<file path="src/fbu_uart_end.sv">
`default_nettype none
`default_nettype wire

</file>
<file path="src/fbu_pkg.sv">
`default_nettype none
package fbu_pkg;
    // Bus and character geometry
    localparam int unsigned ADDR_W = 8;
    localparam int unsigned DATA_W = 32;
    localparam int unsigned CHAR_W = 8;
    localparam int unsigned CNT_W = 3;
    localparam int unsigned DEPTH = 4;
    localparam int unsigned DIV_W = 16;
    localparam int unsigned ACC_W = 17;

    // Bus clock and the four reference rates, in Hz
    localparam int unsigned CLK_HZ = 10_000_000;
    localparam int unsigned REF0_HZ = 10_000_000;
    localparam int unsigned REF1_HZ = 5_000_000;
    localparam int unsigned REF2_HZ = 2_500_000;
    localparam int unsigned REF3_HZ = 1_250_000;

    // Prescaler masks, one per reference select
    localparam logic [2:0] PRE0 = 3'(CLK_HZ / REF0_HZ - 1);
    localparam logic [2:0] PRE1 = 3'(CLK_HZ / REF1_HZ - 1);
    localparam logic [2:0] PRE2 = 3'(CLK_HZ / REF2_HZ - 1);
    localparam logic [2:0] PRE3 = 3'(CLK_HZ / REF3_HZ - 1);

    // Divider in eighths: 13 integer and 3 fraction bits
    localparam int unsigned FRAC_W = 3;
    localparam logic [16:0] TX_STEP = 17'h00008;
    localparam logic [16:0] RX_STEP = 17'h00010;
    localparam logic [15:0] DIV_MIN = 16'h0040;
    localparam logic [15:0] DIV_FLOOR = 16'h0010;
    localparam logic [15:0] BAUD_RST = 16'h0040;

    // Register byte offsets
    localparam logic [7:0] OFF_DATA = 8'h00;
    localparam logic [7:0] OFF_CTRL = 8'h04;
    localparam logic [7:0] OFF_BAUD = 8'h08;
    localparam logic [7:0] OFF_STAT = 8'h0c;
    localparam logic [7:0] OFF_IEN = 8'h10;

    // Status bit positions
    localparam int unsigned STAT_CNT_LSB = 0;
    localparam int unsigned STAT_TXF = 3;
    localparam int unsigned STAT_TXE = 4;
    localparam int unsigned STAT_PERR = 5;
    localparam int unsigned STAT_FERR = 6;
    localparam int unsigned STAT_OERR = 7;

    // Interrupt enable positions
    localparam int unsigned IEN_RXA = 0;
    localparam int unsigned IEN_PERR = 1;
    localparam int unsigned IEN_FERR = 2;
    localparam int unsigned IEN_OERR = 3;
    localparam logic [3:0] IEN_RST = 4'h0;

    typedef enum logic [1:0] {
        PAR_ODD = 2'h0,
        PAR_EVEN = 2'h1,
        PAR_MARK = 2'h2,
        PAR_SPACE = 2'h3
    } fbu_par_t;

    typedef enum logic [4:0] {
        S_IDLE = 5'h01,
        S_START = 5'h02,
        S_DATA = 5'h04,
        S_PAR = 5'h08,
        S_STOP = 5'h10
    } fbu_ser_t;

    // Control register layout, bit 0 upward: sel, len7, pen, ptype, stop2
    typedef struct packed {
        logic stop2;
        fbu_par_t ptype;
        logic pen;
        logic len7;
        logic [1:0] sel;
    } fbu_ctrl_t;

    localparam fbu_ctrl_t CTRL_RST = fbu_ctrl_t'(7'h00);

    typedef struct packed {
        logic [DEPTH-1:0][CHAR_W-1:0] mem;
        logic [1:0] wp;
        logic [1:0] rp;
        logic [CNT_W-1:0] cnt;
        logic [CHAR_W-1:0] rd;
    } fbu_fifo_st_t;

    typedef struct packed {
        fbu_ctrl_t ctrl;
        logic [DIV_W-1:0] div;
        logic [3:0] ien;
        logic perr;
        logic ferr;
        logic oerr;
        logic pready;
        logic pslverr;
        logic [DATA_W-1:0] prdata;
        logic irq;
        logic [2:0] pre;
        logic rx_s1;
        logic rx_s2;
        logic rx_s3;
        fbu_ser_t rx_st;
        logic [ACC_W-1:0] rx_acc;
        logic rx_ph;
        logic [2:0] rx_bit;
        logic [CHAR_W-1:0] rx_sh;
        logic rx_pbad;
        fbu_ser_t tx_st;
        logic [ACC_W-1:0] tx_acc;
        logic [2:0] tx_bit;
        logic [CHAR_W-1:0] tx_sh;
        logic [CHAR_W-1:0] tx_char;
        logic tx_stop2nd;
        logic txd;
    } fbu_st_t;

    localparam fbu_st_t ST_RST = '{
        ctrl: CTRL_RST, div: BAUD_RST, ien: IEN_RST,
        rx_s1: 1'b1, rx_s2: 1'b1, rx_s3: 1'b1,
        rx_st: S_IDLE, tx_st: S_IDLE, txd: 1'b1,
        default: '0
    };
endpackage
`default_nettype wire

</file>
<file path="src/fbu_fifo_if.sv">
`default_nettype none
interface fbu_fifo_if;
    logic push;
    logic [7:0] wdata;
    logic pop;
    logic [7:0] rdata;
    logic [2:0] count;
    logic full;
    logic empty;
    modport mem (input push, wdata, pop, output rdata, count, full, empty);
    modport user (output push, wdata, pop, input rdata, count, full, empty);
endinterface
`default_nettype wire

</file>
<file path="src/fbu_fifo.sv">
`default_nettype none
module fbu_fifo (
    input wire logic pclk, // Bus clock
    input wire logic presetn, // Async reset, active low
    fbu_fifo_if.mem f // Push, pop and head
);
    fbu_pkg::fbu_fifo_st_t r, n;
    logic do_pop, do_push;

    // Pop when not empty, push when room or popping together
    assign do_pop = f.pop && (r.cnt != 3'h0);
    assign do_push = f.push && ((r.cnt != 3'(fbu_pkg::DEPTH)) || do_pop);

    // Next pointers, storage and registered head
    always_comb begin
        n = r;
        if (do_push) begin
            n.mem[r.wp] = f.wdata;
            n.wp = r.wp + 2'h1;
        end
        if (do_pop) begin
            n.rp = r.rp + 2'h1;
        end
        n.cnt = r.cnt + 3'(do_push) - 3'(do_pop);
        n.rd = n.mem[n.rp];
    end

    always_ff @(posedge pclk or negedge presetn) begin
        if (!presetn) begin
            r <= '0;
        end else begin
            r <= n;
        end
    end

    assign f.rdata = r.rd;
    assign f.count = r.cnt;
    assign f.full = (r.cnt == 3'(fbu_pkg::DEPTH));
    assign f.empty = (r.cnt == 3'h0);
endmodule // fbu_fifo
`default_nettype wire

</file>
<file path="src/fbu_uart.sv">
// What this block does
// - Software picks the reference clock: 10, 5, 2.5 or 1.25 MHz.
// - The divider holds 13 integer and 3 fraction bits.
// - Divide values below 8.0 are outside normal use; 1.25 MBd tops out.
// - Characters carry seven or eight data bits, same at both ends.
// - Optional parity of odd, even, mark or space kind, sent and checked.
// - Each sent character ends in one or two stop bits.
// - Status shows how many received characters wait in the buffer.
// - Receive errors show in status and can raise an interrupt.
// - The link is one serial input and one serial output only.
// - The block is the terminal end: sends on txd, listens on rxd.
`default_nettype none
module fbu_uart (
    input wire logic pclk, // Bus clock, 10 MHz
    input wire logic presetn, // Async reset, active low
    input wire logic psel, // APB select
    input wire logic penable, // APB access phase
    input wire logic pwrite, // APB direction
    input wire logic [7:0] paddr, // APB byte address
    input wire logic [31:0] pwdata, // APB write data
    output logic [31:0] prdata, // APB read data
    output logic pready, // APB ready
    output logic pslverr, // APB error, unmapped address
    input wire logic rxd, // Serial input
    output logic txd, // Serial output
    output logic irq // Interrupt request
);
    fbu_pkg::fbu_st_t r, n;
    fbu_fifo_if rxf ();
    fbu_fifo_if txf ();
    logic acc_en, done, ref_tick, tx_tick, rx_tick, sample;
    logic [16:0] tx_sum, rx_sum, eff_div;
    logic [2:0] last_bit;
    logic [7:0] rx_word, stat;
    logic [3:0] ev;
    logic rx_push, rx_pop, tx_push, tx_pop;

    // Parity bit for a character under the current framing
    function automatic logic par_bit(input logic [7:0] d,
                                     input fbu_pkg::fbu_ctrl_t c);
        logic [7:0] m;
        m = c.len7 ? {1'b0, d[6:0]} : d;
        case (c.ptype)
            fbu_pkg::PAR_ODD: par_bit = ~^m;
            fbu_pkg::PAR_EVEN: par_bit = ^m;
            fbu_pkg::PAR_MARK: par_bit = 1'b1;
            default: par_bit = 1'b0;
        endcase
    endfunction

    // Prescaler mask for the chosen reference rate
    function automatic logic [2:0] pre_mask(input logic [1:0] s);
        case (s)
            2'h0: pre_mask = fbu_pkg::PRE0;
            2'h1: pre_mask = fbu_pkg::PRE1;
            2'h2: pre_mask = fbu_pkg::PRE2;
            default: pre_mask = fbu_pkg::PRE3;
        endcase
    endfunction

    fbu_fifo u_rx_fifo (
        .pclk(pclk),
        .presetn(presetn),
        .f(rxf.mem)
    );

    fbu_fifo u_tx_fifo (
        .pclk(pclk),
        .presetn(presetn),
        .f(txf.mem)
    );

    // Bus phases: decide in first access cycle, complete in the next
    assign acc_en = psel && penable && !r.pready;
    assign done = psel && penable && r.pready;

    // Reference tick and fractional baud ticks
    assign ref_tick = (r.pre & pre_mask(r.ctrl.sel)) == 3'h0;
    assign eff_div = {1'b0, (r.div < fbu_pkg::DIV_FLOOR) ?
                      fbu_pkg::DIV_FLOOR : r.div};
    assign tx_sum = r.tx_acc + fbu_pkg::TX_STEP;
    assign rx_sum = r.rx_acc + fbu_pkg::RX_STEP;
    assign tx_tick = ref_tick && (tx_sum >= eff_div);
    assign rx_tick = ref_tick && (rx_sum >= eff_div);
    assign sample = rx_tick && !r.rx_ph && (r.rx_st != fbu_pkg::S_IDLE);

    // Framing helpers
    assign last_bit = r.ctrl.len7 ? 3'h6 : 3'h7;
    assign rx_word = r.ctrl.len7 ? {1'b0, r.rx_sh[7:1]} : r.rx_sh;
    assign stat = {r.oerr, r.ferr, r.perr, txf.empty, txf.full,
                   rxf.count};

    // Buffer connections
    assign rxf.push = rx_push;
    assign rxf.wdata = rx_word;
    assign rxf.pop = rx_pop;
    assign txf.push = tx_push;
    assign txf.wdata = pwdata[7:0];
    assign txf.pop = tx_pop;

    // Next state of the whole block
    always_comb begin
        n = r;
        rx_push = 1'b0;
        rx_pop = 1'b0;
        tx_push = 1'b0;
        tx_pop = 1'b0;
        n.pre = r.pre + 3'h1;

        // Bus read decode and answer
        n.pready = acc_en;
        if (acc_en) begin
            n.pslverr = 1'b0;
            n.prdata = '0;
            case (paddr)
                fbu_pkg::OFF_DATA: n.prdata = {24'h000000, rxf.rdata};
                fbu_pkg::OFF_CTRL: n.prdata = {25'h0000000, r.ctrl};
                fbu_pkg::OFF_BAUD: n.prdata = {16'h0000, r.div};
                fbu_pkg::OFF_STAT: n.prdata = {24'h000000, stat};
                fbu_pkg::OFF_IEN: n.prdata = {28'h0000000, r.ien};
                default: n.pslverr = 1'b1;
            endcase
            if (pwrite) begin
                n.prdata = '0;
            end
        end

        // Bus write effects and read side effects
        if (done && pwrite) begin
            case (paddr)
                fbu_pkg::OFF_DATA: tx_push = !txf.full;
                fbu_pkg::OFF_CTRL: n.ctrl = fbu_pkg::fbu_ctrl_t'(pwdata[6:0]);
                fbu_pkg::OFF_BAUD: n.div = pwdata[15:0];
                fbu_pkg::OFF_IEN: n.ien = pwdata[3:0];
                fbu_pkg::OFF_STAT: begin
                    n.perr = r.perr && !pwdata[fbu_pkg::STAT_PERR];
                    n.ferr = r.ferr && !pwdata[fbu_pkg::STAT_FERR];
                    n.oerr = r.oerr && !pwdata[fbu_pkg::STAT_OERR];
                end
                default: n.div = r.div;
            endcase
        end
        if (done && !pwrite && (paddr == fbu_pkg::OFF_DATA)) begin
            rx_pop = 1'b1;
        end

        // Input synchroniser and edge history
        n.rx_s1 = rxd;
        n.rx_s2 = r.rx_s1;
        n.rx_s3 = r.rx_s2;

        // Transmit bit clock, free running
        if (ref_tick) begin
            n.tx_acc = tx_tick ? tx_sum - eff_div : tx_sum;
        end

        // Transmit framing
        if (tx_tick) begin
            case (r.tx_st)
                fbu_pkg::S_IDLE: begin
                    n.txd = 1'b1;
                    if (!txf.empty) begin
                        tx_pop = 1'b1;
                        n.tx_char = txf.rdata;
                        n.tx_sh = txf.rdata;
                        n.txd = 1'b0;
                        n.tx_st = fbu_pkg::S_START;
                    end
                end
                fbu_pkg::S_START: begin
                    n.txd = r.tx_sh[0];
                    n.tx_sh = {1'b0, r.tx_sh[7:1]};
                    n.tx_bit = 3'h0;
                    n.tx_st = fbu_pkg::S_DATA;
                end
                fbu_pkg::S_DATA: begin
                    if (r.tx_bit == last_bit) begin
                        n.tx_stop2nd = 1'b0;
                        if (r.ctrl.pen) begin
                            n.txd = par_bit(r.tx_char, r.ctrl);
                            n.tx_st = fbu_pkg::S_PAR;
                        end else begin
                            n.txd = 1'b1;
                            n.tx_st = fbu_pkg::S_STOP;
                        end
                    end else begin
                        n.txd = r.tx_sh[0];
                        n.tx_sh = {1'b0, r.tx_sh[7:1]};
                        n.tx_bit = r.tx_bit + 3'h1;
                    end
                end
                fbu_pkg::S_PAR: begin
                    n.txd = 1'b1;
                    n.tx_st = fbu_pkg::S_STOP;
                end
                fbu_pkg::S_STOP: begin
                    n.txd = 1'b1;
                    if (r.ctrl.stop2 && !r.tx_stop2nd) begin
                        n.tx_stop2nd = 1'b1;
                    end else begin
                        n.tx_st = fbu_pkg::S_IDLE;
                    end
                end
                default: begin
                    n.txd = 1'b1;
                    n.tx_st = fbu_pkg::S_IDLE;
                end
            endcase
        end

        // Receive half-bit clock, restarted at each start edge
        if (r.rx_st == fbu_pkg::S_IDLE) begin
            n.rx_acc = '0;
            n.rx_ph = 1'b0;
            if (r.rx_s3 && !r.rx_s2) begin
                n.rx_st = fbu_pkg::S_START;
                n.rx_pbad = 1'b0;
            end
        end else if (ref_tick) begin
            n.rx_acc = rx_tick ? rx_sum - eff_div : rx_sum;
            if (rx_tick) begin
                n.rx_ph = !r.rx_ph;
            end
        end

        // Receive framing, sampled at mid bit
        if (sample) begin
            case (r.rx_st)
                fbu_pkg::S_START: begin
                    n.rx_bit = 3'h0;
                    n.rx_sh = '0;
                    n.rx_st = r.rx_s2 ? fbu_pkg::S_IDLE : fbu_pkg::S_DATA;
                end
                fbu_pkg::S_DATA: begin
                    n.rx_sh = {r.rx_s2, r.rx_sh[7:1]};
                    n.rx_bit = r.rx_bit + 3'h1;
                    if (r.rx_bit == last_bit) begin
                        n.rx_st = r.ctrl.pen ? fbu_pkg::S_PAR
                                             : fbu_pkg::S_STOP;
                    end
                end
                fbu_pkg::S_PAR: begin
                    n.rx_pbad = r.rx_s2 != par_bit(rx_word, r.ctrl);
                    n.rx_st = fbu_pkg::S_STOP;
                end
                fbu_pkg::S_STOP: begin
                    n.rx_st = fbu_pkg::S_IDLE;
                    if (r.rx_pbad && r.ctrl.pen) begin
                        n.perr = 1'b1;
                    end
                    if (!r.rx_s2) begin
                        n.ferr = 1'b1;
                    end
                    if (rxf.full && !rx_pop) begin
                        n.oerr = 1'b1;
                    end else begin
                        rx_push = 1'b1;
                    end
                end
                default: n.rx_st = fbu_pkg::S_IDLE;
            endcase
        end

        // Interrupt from enabled status events, in enable order
        ev = {n.oerr, n.ferr, n.perr, rxf.count != 3'h0};
        n.irq = |(n.ien & ev);
    end

    always_ff @(posedge pclk or negedge presetn) begin
        if (!presetn) begin
            r <= fbu_pkg::ST_RST;
        end else begin
            r <= n;
        end
    end

    // Ports straight from the state register
    assign prdata = r.prdata;
    assign pready = r.pready;
    assign pslverr = r.pslverr;
    assign txd = r.txd;
    assign irq = r.irq;
endmodule // fbu_uart
`default_nettype wire

</file>
<file path="config.mk">
export PLATFORM = sky130hd
export DESIGN_NAME = fbu_uart
export DESIGN_NICKNAME = d
export VERILOG_FILES = /design/src/fbu_uart_end.sv /design/src/fbu_pkg.sv /design/src/fbu_fifo_if.sv /design/src/fbu_fifo.sv /design/src/fbu_uart.sv
export SDC_FILE = /design/constraint.sdc
export NUM_CORES = 1
export LEC_CHECK = 0
export BUFFER_PORTS_ARGS = -buffer_cell sky130_fd_sc_hd__buf_4
export CAP_MARGIN = 15
export CORE_MARGIN = 10
export CORE_UTILIZATION = 23
export CTS_CLUSTER_DIAMETER = 200
export DETAILED_ROUTE_END_ITERATION = 7
export PLACE_DENSITY = 0.37
export SYNTH_ARGS = -nofsm -noshare
export SYNTH_HDL_FRONTEND = slang
export SYNTH_HIERARCHICAL = 1
export SYNTH_SLANG_ARGS = --single-unit
</file>
<file path="constraint.sdc">
create_clock -name pclk -period 5.8 [get_ports pclk]
set_clock_uncertainty 0.05 [all_clocks]
set_input_delay 1.16 -clock pclk [delete_from_list [all_inputs] [get_ports pclk]]
set_output_delay 1.16 -clock pclk [all_outputs]
set_load 0.02 [all_outputs]
</file>
Yosys cells after proc, flatten, opt, wreduce, memory -nomap -nowiden:

Cells that the tools add are included.

* memory bits (read-only): 0
* word-level logic and storage cells: 244
* bits in latches: 0
* flip-flop bits (word level): 243
* input port bits: 46
* output and inout port bits: 36
* bits in writable memories: 0
* memories kept: 0

* bitwise gates (word level): 3
* eq/ne operators: 31
* divide/modulo/power cells: 0
* add/sub/neg operators: 15
* $lt $le $gt $ge: 9
* shift operators: 0
* reduce and logical (&&, ||, !) cells: 63
* multiplexer cells: 76
* multiply operators: 0

Operators by type and width (number)
* one-hot mux 16 bit (5 select lines): 1
* two-way mux 34 bit: 2
* bitwise mux 32 bit: 2
* two-way mux 8 bit: 7
* two-way mux 5 bit: 8
* two-way mux 18 bit: 2
* greater-or-equal comparator 17 x 16 -> 1 bit: 2
* two-way mux 17 bit: 2
* subtractor 17 x 16 -> 17 bit: 2
* binary-select mux 8 bit (select 2 bit): 2
* demux 8 bit (select 2 bit): 2
* two-way mux 16 bit: 2
* two-way mux 32 bit: 1
* two-way mux 1 bit: 26
* one-hot mux 5 bit (5 select lines): 1
* one-hot mux 8 bit (3 select lines): 1
* logical AND 1 bit: 23
* one-hot mux 11 bit (2 select lines): 1
* adder 17 x 4 -> 17 bit, second input constant: 1
* adder 17 x 5 -> 17 bit, second input constant: 1
* equality test 8 x 4 -> 1 bit, second input constant: 2
* < comparator 16 x 5 -> 1 bit, second input constant: 1
* XNOR reduction 8 bit: 2
* parity 8 bit: 2
* 46 further kinds: 101

Logic depth before layout (Yosys ltp):

Gate-level depths: netlist (run 1).

* depth after elaboration: 14
* mapped depth: 23
* depth with buffers taken out: 21

Modules after synthesis:

Netlist (run 1), hierarchy kept.

Modules (own cells, without submodules)
* fbu_uart: area each 9033.7 um^2, times used 1, sequential area each 3337.0 um^2, cells each 947
* fbu_fifo at u_rx_fifo: area each 2436.1 um^2, times used 1, sequential area each 1176.1 um^2, cells each 208
* fbu_fifo at u_tx_fifo: area each 2417.3 um^2, times used 1, sequential area each 1176.1 um^2, cells each 208

Least setup slack after synthesis (run 1):

OpenSTA, ideal clock, no wires.

* kind: register -> register
* start: register, netlist name r[24]
* end: register u_tx_fifo.r, in the netlist u_tx_fifo/f.count[2]
* stages on the path, launching flop included: 24
* data arrival time: 4.767 ns
* period minus slack after synthesis: 4.940 ns
* setup time: 0.123 ns
* data required time: 5.627 ns
* setup slack: 0.860 ns
* buffers on the path: 2
* cells stage by stage: dfrtp_1 > ha_1 > nand2_1 > nor2_1 > nand3_1 > nor2_1 > xor2_1 > ha_1 > and3_1 > nand2_1 > o41ai_2 > or3_4 > o31ai_4 > nor2_4 > or4b_4 > buf_6 > buf_2 > nand2_1 > ha_1 > inv_1 > ha_1 > fa_1 > xnor2_1 > xnor2_1

RTL lines
* end signal, assigned: line fbu_fifo.sv:32 `r <= n;`
* end, declared: line fbu_fifo.sv:7 `fbu_pkg::fbu_fifo_st_t r, n;`

==> results of run 1 <==
==> per-layer routing <==
metal / up-vias / global-route usage
li1: 4959 / -
met1: 5112 / 0.165
met2: 155 / 0.175
met3: 47 / 0.0195
met4: 0 / 0.0241
met5: - / 0
==> sequential cells by signal (all words and copies together) (netlist names), 2 cells and up <==
register           cells
u_rx_fifo/r           36
u_tx_fifo/f.count      3
u_tx_fifo/f.rdata      8
u_rx_fifo/f.rdata      8
n                      2
u_rx_fifo/f.count      3
r                    111
prdata                16
u_tx_fifo/r           36
==> worst max path at each step <==
| stage | start | to | slack (ns) | cells after the start |
|---|---|---|---|---|
| floorplan | r[24] | u_tx_fifo/f.count[2] | 0.86 | 23 |
| global placement | r[24] | u_tx_fifo/f.rdata[1] | 0.43 | 18 |
| detailed placement | r[24] | u_tx_fifo/f.rdata[1] | 0.38 | 18 |
| CTS | r[24] | u_tx_fifo/f.rdata[1] | 0.37 | 18 |
| global route | r[24] | u_tx_fifo/f.rdata[3] | 0.08 | 17 |
| finish | r[24] | u_tx_fifo/f.rdata[3] | 0.36 | 17 |
==> power by group through the flow <==
stage / registers [W] / logic (W) / clock network (W)
2_1_floorplan: 0.00201 / 0.00212 / 0
3_3_place_gp: 0.00211 / 0.00275 / 0
3_5_place_dp: 0.00211 / 0.00274 / 0
4_1_cts: 0.00209 / 0.00275 / 0.00192
5_1_grt: 0.00213 / 0.00305 / 0.00198
6_report: 0.00209 / 0.00272 / 0.00183
==> metrics by stage <==
stage                     area (um^2)  cells  utilization  hold WS, ns
after floorplan                 13900   1374            -        0.295
after detailed placement        14800   2116        0.250        0.305
after global routing            15800   2169        0.266        0.317
final                           15800   2169        0.266        0.309
after CTS                       15800   2169        0.266        0.313
after global placement          14800   2116        0.250        0.298
==> repair_timing <==
item / 4_1_cts / 5_1_grt
gates resized for setup: 0 / 1
hold buffers: 0 / 0
endpoints found under the setup margin: 0 / 1
==> area by class of cell <==
type                       instances  share of cell area
clock buffer                      41              0.0539
inverter                          87              0.0207
timing repair buffer              87              0.0426
multi-input combinational        942               0.454
tap                              773              0.0612
clock inverter                    12             0.00776
sequential                       227               0.360
==> impl_results.md, run 1 <==
- Footprint of the multi-input gates: 7170 um^2
- Count of final hold-check violations: 0
- Required @ worst endpoint: 6.17 ns
- Worst Hold Path Cells: 0
- Layout cells sized above 1: 0.175
- Post-route setup TNS: 0 ns
- Avg Cell Area, Syn: 10.2 um^2
- Clock power frac: 0.276
- CP max-delay cell: a2111oi_1
- WS Path Type: register to register
- HP Class: register to register
- Slew margin rel.: 0.256
- Worst path buffer plus inverter count: 0
- Power per cell area: 420 nW/um^2
- Setup ws final: 0.357 ns
- Postcts setup bufs: 0
- Crit path time final: 5.44 ns
- Startpoint Class: register
- Clock latency on the worst-skew pair: 0.60 ns
- Top Family by Delay on Critical Path: simple AND/OR/NAND/NOR gates
- Final ANT Viol Nets: 0
- Top Metal Used: met4
- Clk slew on worst S/H paths: 0.06 ns
- WL/cell: 18.7 um
- Nets@finish: 1474
- Fill cell count: 6304
- CTS H-Tree Depth: 1
- Reg-to-Reg End: u_tx_fifo/f.rdata[3]
- Initial antenna violation count: 0
- Routability Congestion: 0.770
- Outcome: completed
- Via count of the first global-routing pass: 10711
- CP Max Fanout: 16
- Clock Path Buffers: 3
- Seq pwr share: 0.314
- RR Startpoint: r[24]
- Worst reg-to-reg path cell count: 17
- Worst Tran Pin Value: 1.12 ns
- M1 WL: 20.5 mm
- Most common cell after layout, fill and taps aside: dfrtp_1
- Max Cap Viol: 0
- Hold Crit Start: n[79]
- Overflow after GRT: 0
- TritonCTS clock tree: built
- Net Sw Frac: 0.397
- Die Area: 70500 um^2
- Placement Setup Slack: 0.384 ns
- R2R Setup Slk: 0.36 ns
- Site Rows: 89
- Combinational share of power: 0.410
- CTS Buf Count: 30
- Final WL: 40.5 mm
- Worst stage delay on the critical path: 0.69 ns
- CTS sink count: 227
- First-pass GRT wire length: 64.3 mm
- WP data arrival: 5.82 ns
- Root buffer cell: clkbuf_16
- # IOs: 82
- Crit. End Element: register
- DRC: 0
- Inserted Diodes: 0
- IO Port Bufs: 49
- Max Clk Rate: 184 MHz
- Synth warn: 6
- Total number of vias: 10273
- Via density: 4.74
- Slew Viols, Final: 0
- Largest net degree at the start of global routing: 126
- RSZ-0062 raised after global routing: no
- Max rail drop VDD: 234 uV
- Die H: 265 um
- Dpl hpwl: 28.7 mm
- Initial core utilization: 0.234
- Leak: 7.39 nW
- 1st-iter DRT viols: 683
- Crit-path cells: ha_1 -> nand2_1 -> nor2_1 -> nand3_1 -> nor2_1 -> xor2_1 -> ha_1 -> and3_1 -> nand2_1 -> o41ai_2 -> or3_4 -> o31ai_4 -> nor2_4 -> or4b_4 -> and3_1 -> mux2i_1 -> a2111oi_1
- Final setup viols: 0
- Storage element area: 5690 um^2
- Post-Syn Instances: 1359
- Switch Pwr: 0.00263 W
- Min-Delay Endpoint: n[78]
- Total core area: 59400 um^2
- Final cycle utilization of the critical path: 0.938
- Drt pass-1 iters: 5
- Commonest cells after routing, fill and taps aside: 220 x dfrtp_1, 87 x inv_1, 85 x buf_4
- Total track usage: 0.114
- WL met3: 1.45 mm
- WL met2: 17.8 mm
- Area added between synthesis and finish: 14.0%
- DIE WIDTH: 265 um
- Netlist Area Pre-Place: 13900 um^2
- PnR Total Power: 0.00664 W
- P_int: 0.00401 W
Note: power is estimated with default switching activity, not from simulation.
==> inputs of run 2 (changes only) <==
--- a/config.mk
+++ b/config.mk
@@ -8,10 +8,10 @@
 export BUFFER_PORTS_ARGS = -buffer_cell sky130_fd_sc_hd__buf_4
 export CAP_MARGIN = 15
 export CORE_MARGIN = 10
-export CORE_UTILIZATION = 23
+export CORE_UTILIZATION = 28
 export CTS_CLUSTER_DIAMETER = 200
 export DETAILED_ROUTE_END_ITERATION = 7
-export PLACE_DENSITY = 0.37
+export PLACE_DENSITY = 0.43
 export SYNTH_ARGS = -nofsm -noshare
 export SYNTH_HDL_FRONTEND = slang
 export SYNTH_HIERARCHICAL = 1
==> constraint.sdc (replaced) <==
create_clock -name pclk -period 5.35 [get_ports pclk]
set_clock_uncertainty 0.05 [all_clocks]
set_input_delay 1.07 -clock pclk [delete_from_list [all_inputs] [get_ports pclk]]
set_output_delay 1.07 -clock pclk [all_outputs]
set_load 0.02 [all_outputs]
==> run 2 against run 1 <==
Net effect: non-clock buffer count is 3 higher; sequential power is 8% higher; die area is 17% lower; worst setup slack better by 0.044 ns.
==> impl_results.md, run 2 (synthesis results as in run 1) <==
- Min Hold Slack: 0.320 ns (+0.0109 ns)
- Most common cell after layout, fill and taps aside: dfrtp_1
- Dpl hpwl: 27.1 mm (-5.7%)
- TritonCTS clock tree: built
- Clock latency on the worst-skew pair: 0.58 ns (-0.02 ns)
- Initial antenna violation count: 0 (unchanged)
- Max reg flops: 111 (unchanged)
- CTS sink count: 227 (unchanged)
- Total track usage: 0.128 (+0.0135)
- HP Class: register to register
- Max Clk Rate: 202 MHz (+10%)
- CP most frequent cell: ha_1
- DRC: 0 (unchanged)
- 1st-iter DRT viols: 533 (-22%)
- # IOs: 82 (unchanged)
- Worst stage delay on the critical path: 0.58 ns (-0.11 ns)
- PnR Total Power: 0.00733 W (+10%)
- Max Cap Viol: 0 (unchanged)
- IO Port Bufs: 49 (unchanged)
- DIE WIDTH: 242 um (-8.7%)
- Final setup viols: 0 (unchanged)
- Final WL: 37.8 mm (-6.8%)
- WP data arrival: 5.40 ns (-0.42 ns)
- Final cycle utilization of the critical path: 0.925 (-0.0134)
- Crit-path cells: ha_1 -> nand2_1 -> nor2_2 -> nand3_2 -> nor2_1 -> xor2_1 -> ha_1 -> and3_1 -> nand2_1 -> o41ai_2 -> or3_4 -> o31ai_4 -> nor2_4 -> or4b_4 -> nand2_1 -> ha_1 -> inv_1 -> ha_1 -> fa_1 -> xnor2_1 -> xnor2_1
- Startpoint Class: register
- CTS H-Tree Depth: 1 (unchanged)
- Initial core utilization: 0.283 (+0.0496)
- Via count of the first global-routing pass: 10520 (-1.8%)
- Largest net degree at the start of global routing: 106 (-16%)
- Area added between synthesis and finish: 13.7%
- Site Rows: 81 (-9.0%)
- Crit path time final: 4.95 ns (-0.494 ns)
- Slew margin rel.: 0.292 (+0.0363)
- Leak: 7.44 nW (+0.70%)
- Inserted Diodes: 0 (unchanged)
- Via density: 4.92 (+4.0%)
- Power per cell area: 465 nW/um^2 (+11%)
- Fill cell count: 5025 (-20%)
- CTS Buf Count: 29 (-3.3%)
- Top Family by Delay on Critical Path: simple AND/OR/NAND/NOR gates
- WL/cell: 18.3 um (-2.0%)
- Routability Congestion: 0.800 (+3.9%)
- Post-route setup TNS: 0 ns (unchanged)
- Crit. End Element: register
- Clk slew on worst S/H paths: 0.06 ns (about the same)
- Total core area: 49000 um^2 (-18%)
- Footprint of the multi-input gates: 7190 um^2 (+0.38%)
- Layout cells sized above 1: 0.184 (+0.00892)
- Die Area: 58800 um^2 (-17%)
- CP max-delay cell: or4b_4
- Outcome: completed
- Final ANT Viol Nets: 0 (unchanged)
- CP Max Fanout: 11 (-5)
- Worst path buffer plus inverter count: 1 (+1)
- Storage element area: 5690 um^2 (unchanged)
- Required @ worst endpoint: 5.80 ns (-0.37 ns)
- Die H: 242 um (-8.7%)
- Count of final hold-check violations: 0 (unchanged)
- Setup ws final: 0.401 ns (+0.0438 ns)
- Top Registers: r (111), u_rx_fifo/r (36), u_tx_fifo/r (36)
- Critical path origin: r[24]
- Max rail drop VDD: 261 uV (+12%)
- RR Startpoint: r[24]
- Slew Viols, Final: 0 (unchanged)
- Nets@finish: 1476 (+0.14%)
- Clock Path Buffers: 3 (unchanged)
- Placement Setup Slack: 0.284 ns (-0.0992 ns)
- Worst Tran Pin Value: 1.06 ns (-0.0574 ns)
- First-pass GRT wire length: 61.3 mm (-4.7%)
- Drt pass-1 iters: 6 (+1)
- Root buffer cell: clkbuf_16
- Commonest cells after routing, fill and taps aside: 220 x dfrtp_1, 88 x buf_4, 87 x inv_1
- Overflow after GRT: 0 (unchanged)
- WS Path Type: register to register
- Largest reg by FF count: r
- Total number of vias: 10157 (-1.1%)
- Hold Crit Start: n[79]
==> run 2: changes by cell type in the layout (fill, tap and decap cells not counted), moves of 2 or more <==
cell / change
clkbuf_1: -3
a2111oi_2: +3
bufinv_16: +4
a2111oi_1: -3
clkinv_2: +3
nor2_2: +2
nor2_1: -2
clkbuf_8: -2
buf_4: +3
==> run 2: area by class of cell <==
type,instances,area share
well taps,664,0.0527
clock buffers,35,0.0500
repair buffers,90,0.0441
flip-flops and latches,227,0.361
clock inverters,18,0.0152
multi-input cells,942,0.456
inverters,87,0.0207
==> run 2: where the power goes <==
group	internal, W	leakage [nW]	switching [W]
Clock	0.00129	0.509	0.000827
Combinational	0.00122	3.92	0.00174
Sequential	0.00197	3.01	0.000286
Total	0.00448	7.44	0.00285
==> run 2: metrics by stage <==
step                instance area [um^2]   util  std cells
floorplan                          13900      -       1374
global placement                   14700  0.300       2008
detailed placement                 14700  0.300       2008
CTS                                15700  0.321       2061
global route                       15800  0.322       2063
finish                             15800  0.322       2063
==> run 2: metal layers <==
metal	vias up	share of wire	wire length, um	global-route usage
met3	45	0.036	1360	0.0231
met2	143	0.44	16500	0.193
met1	5021	0.51	19100	0.186
met4	0	0.020	741	0.0268
met5	-	0	0	0
li1	4948	-	-	-
==> run 2: path summary, 6_finish.rpt <==
kind / to / slack, ns / cells past startpoint
hold reg to reg: n[78] / 0.32 / 0
min in group asynchronous: r[70] / 0.45 / 1
setup reg to reg: u_tx_fifo/f.count[2] / 0.40 / 21
max in group asynchronous: u_rx_fifo/r[24] / 3.70 / 2
hold / removal: n[78] / 0.32 / 0
setup / recovery: u_tx_fifo/f.count[2] / 0.40 / 21
==> run 2: what timing repair did <==
| item | CTS | global route |
|---|---|---|
| buffers inserted | 0 | 2 |
| gates resized for setup | 0 | 8 |
| hold buffers | 0 | 0 |
| endpoints found under the setup margin | 0 | 8 |
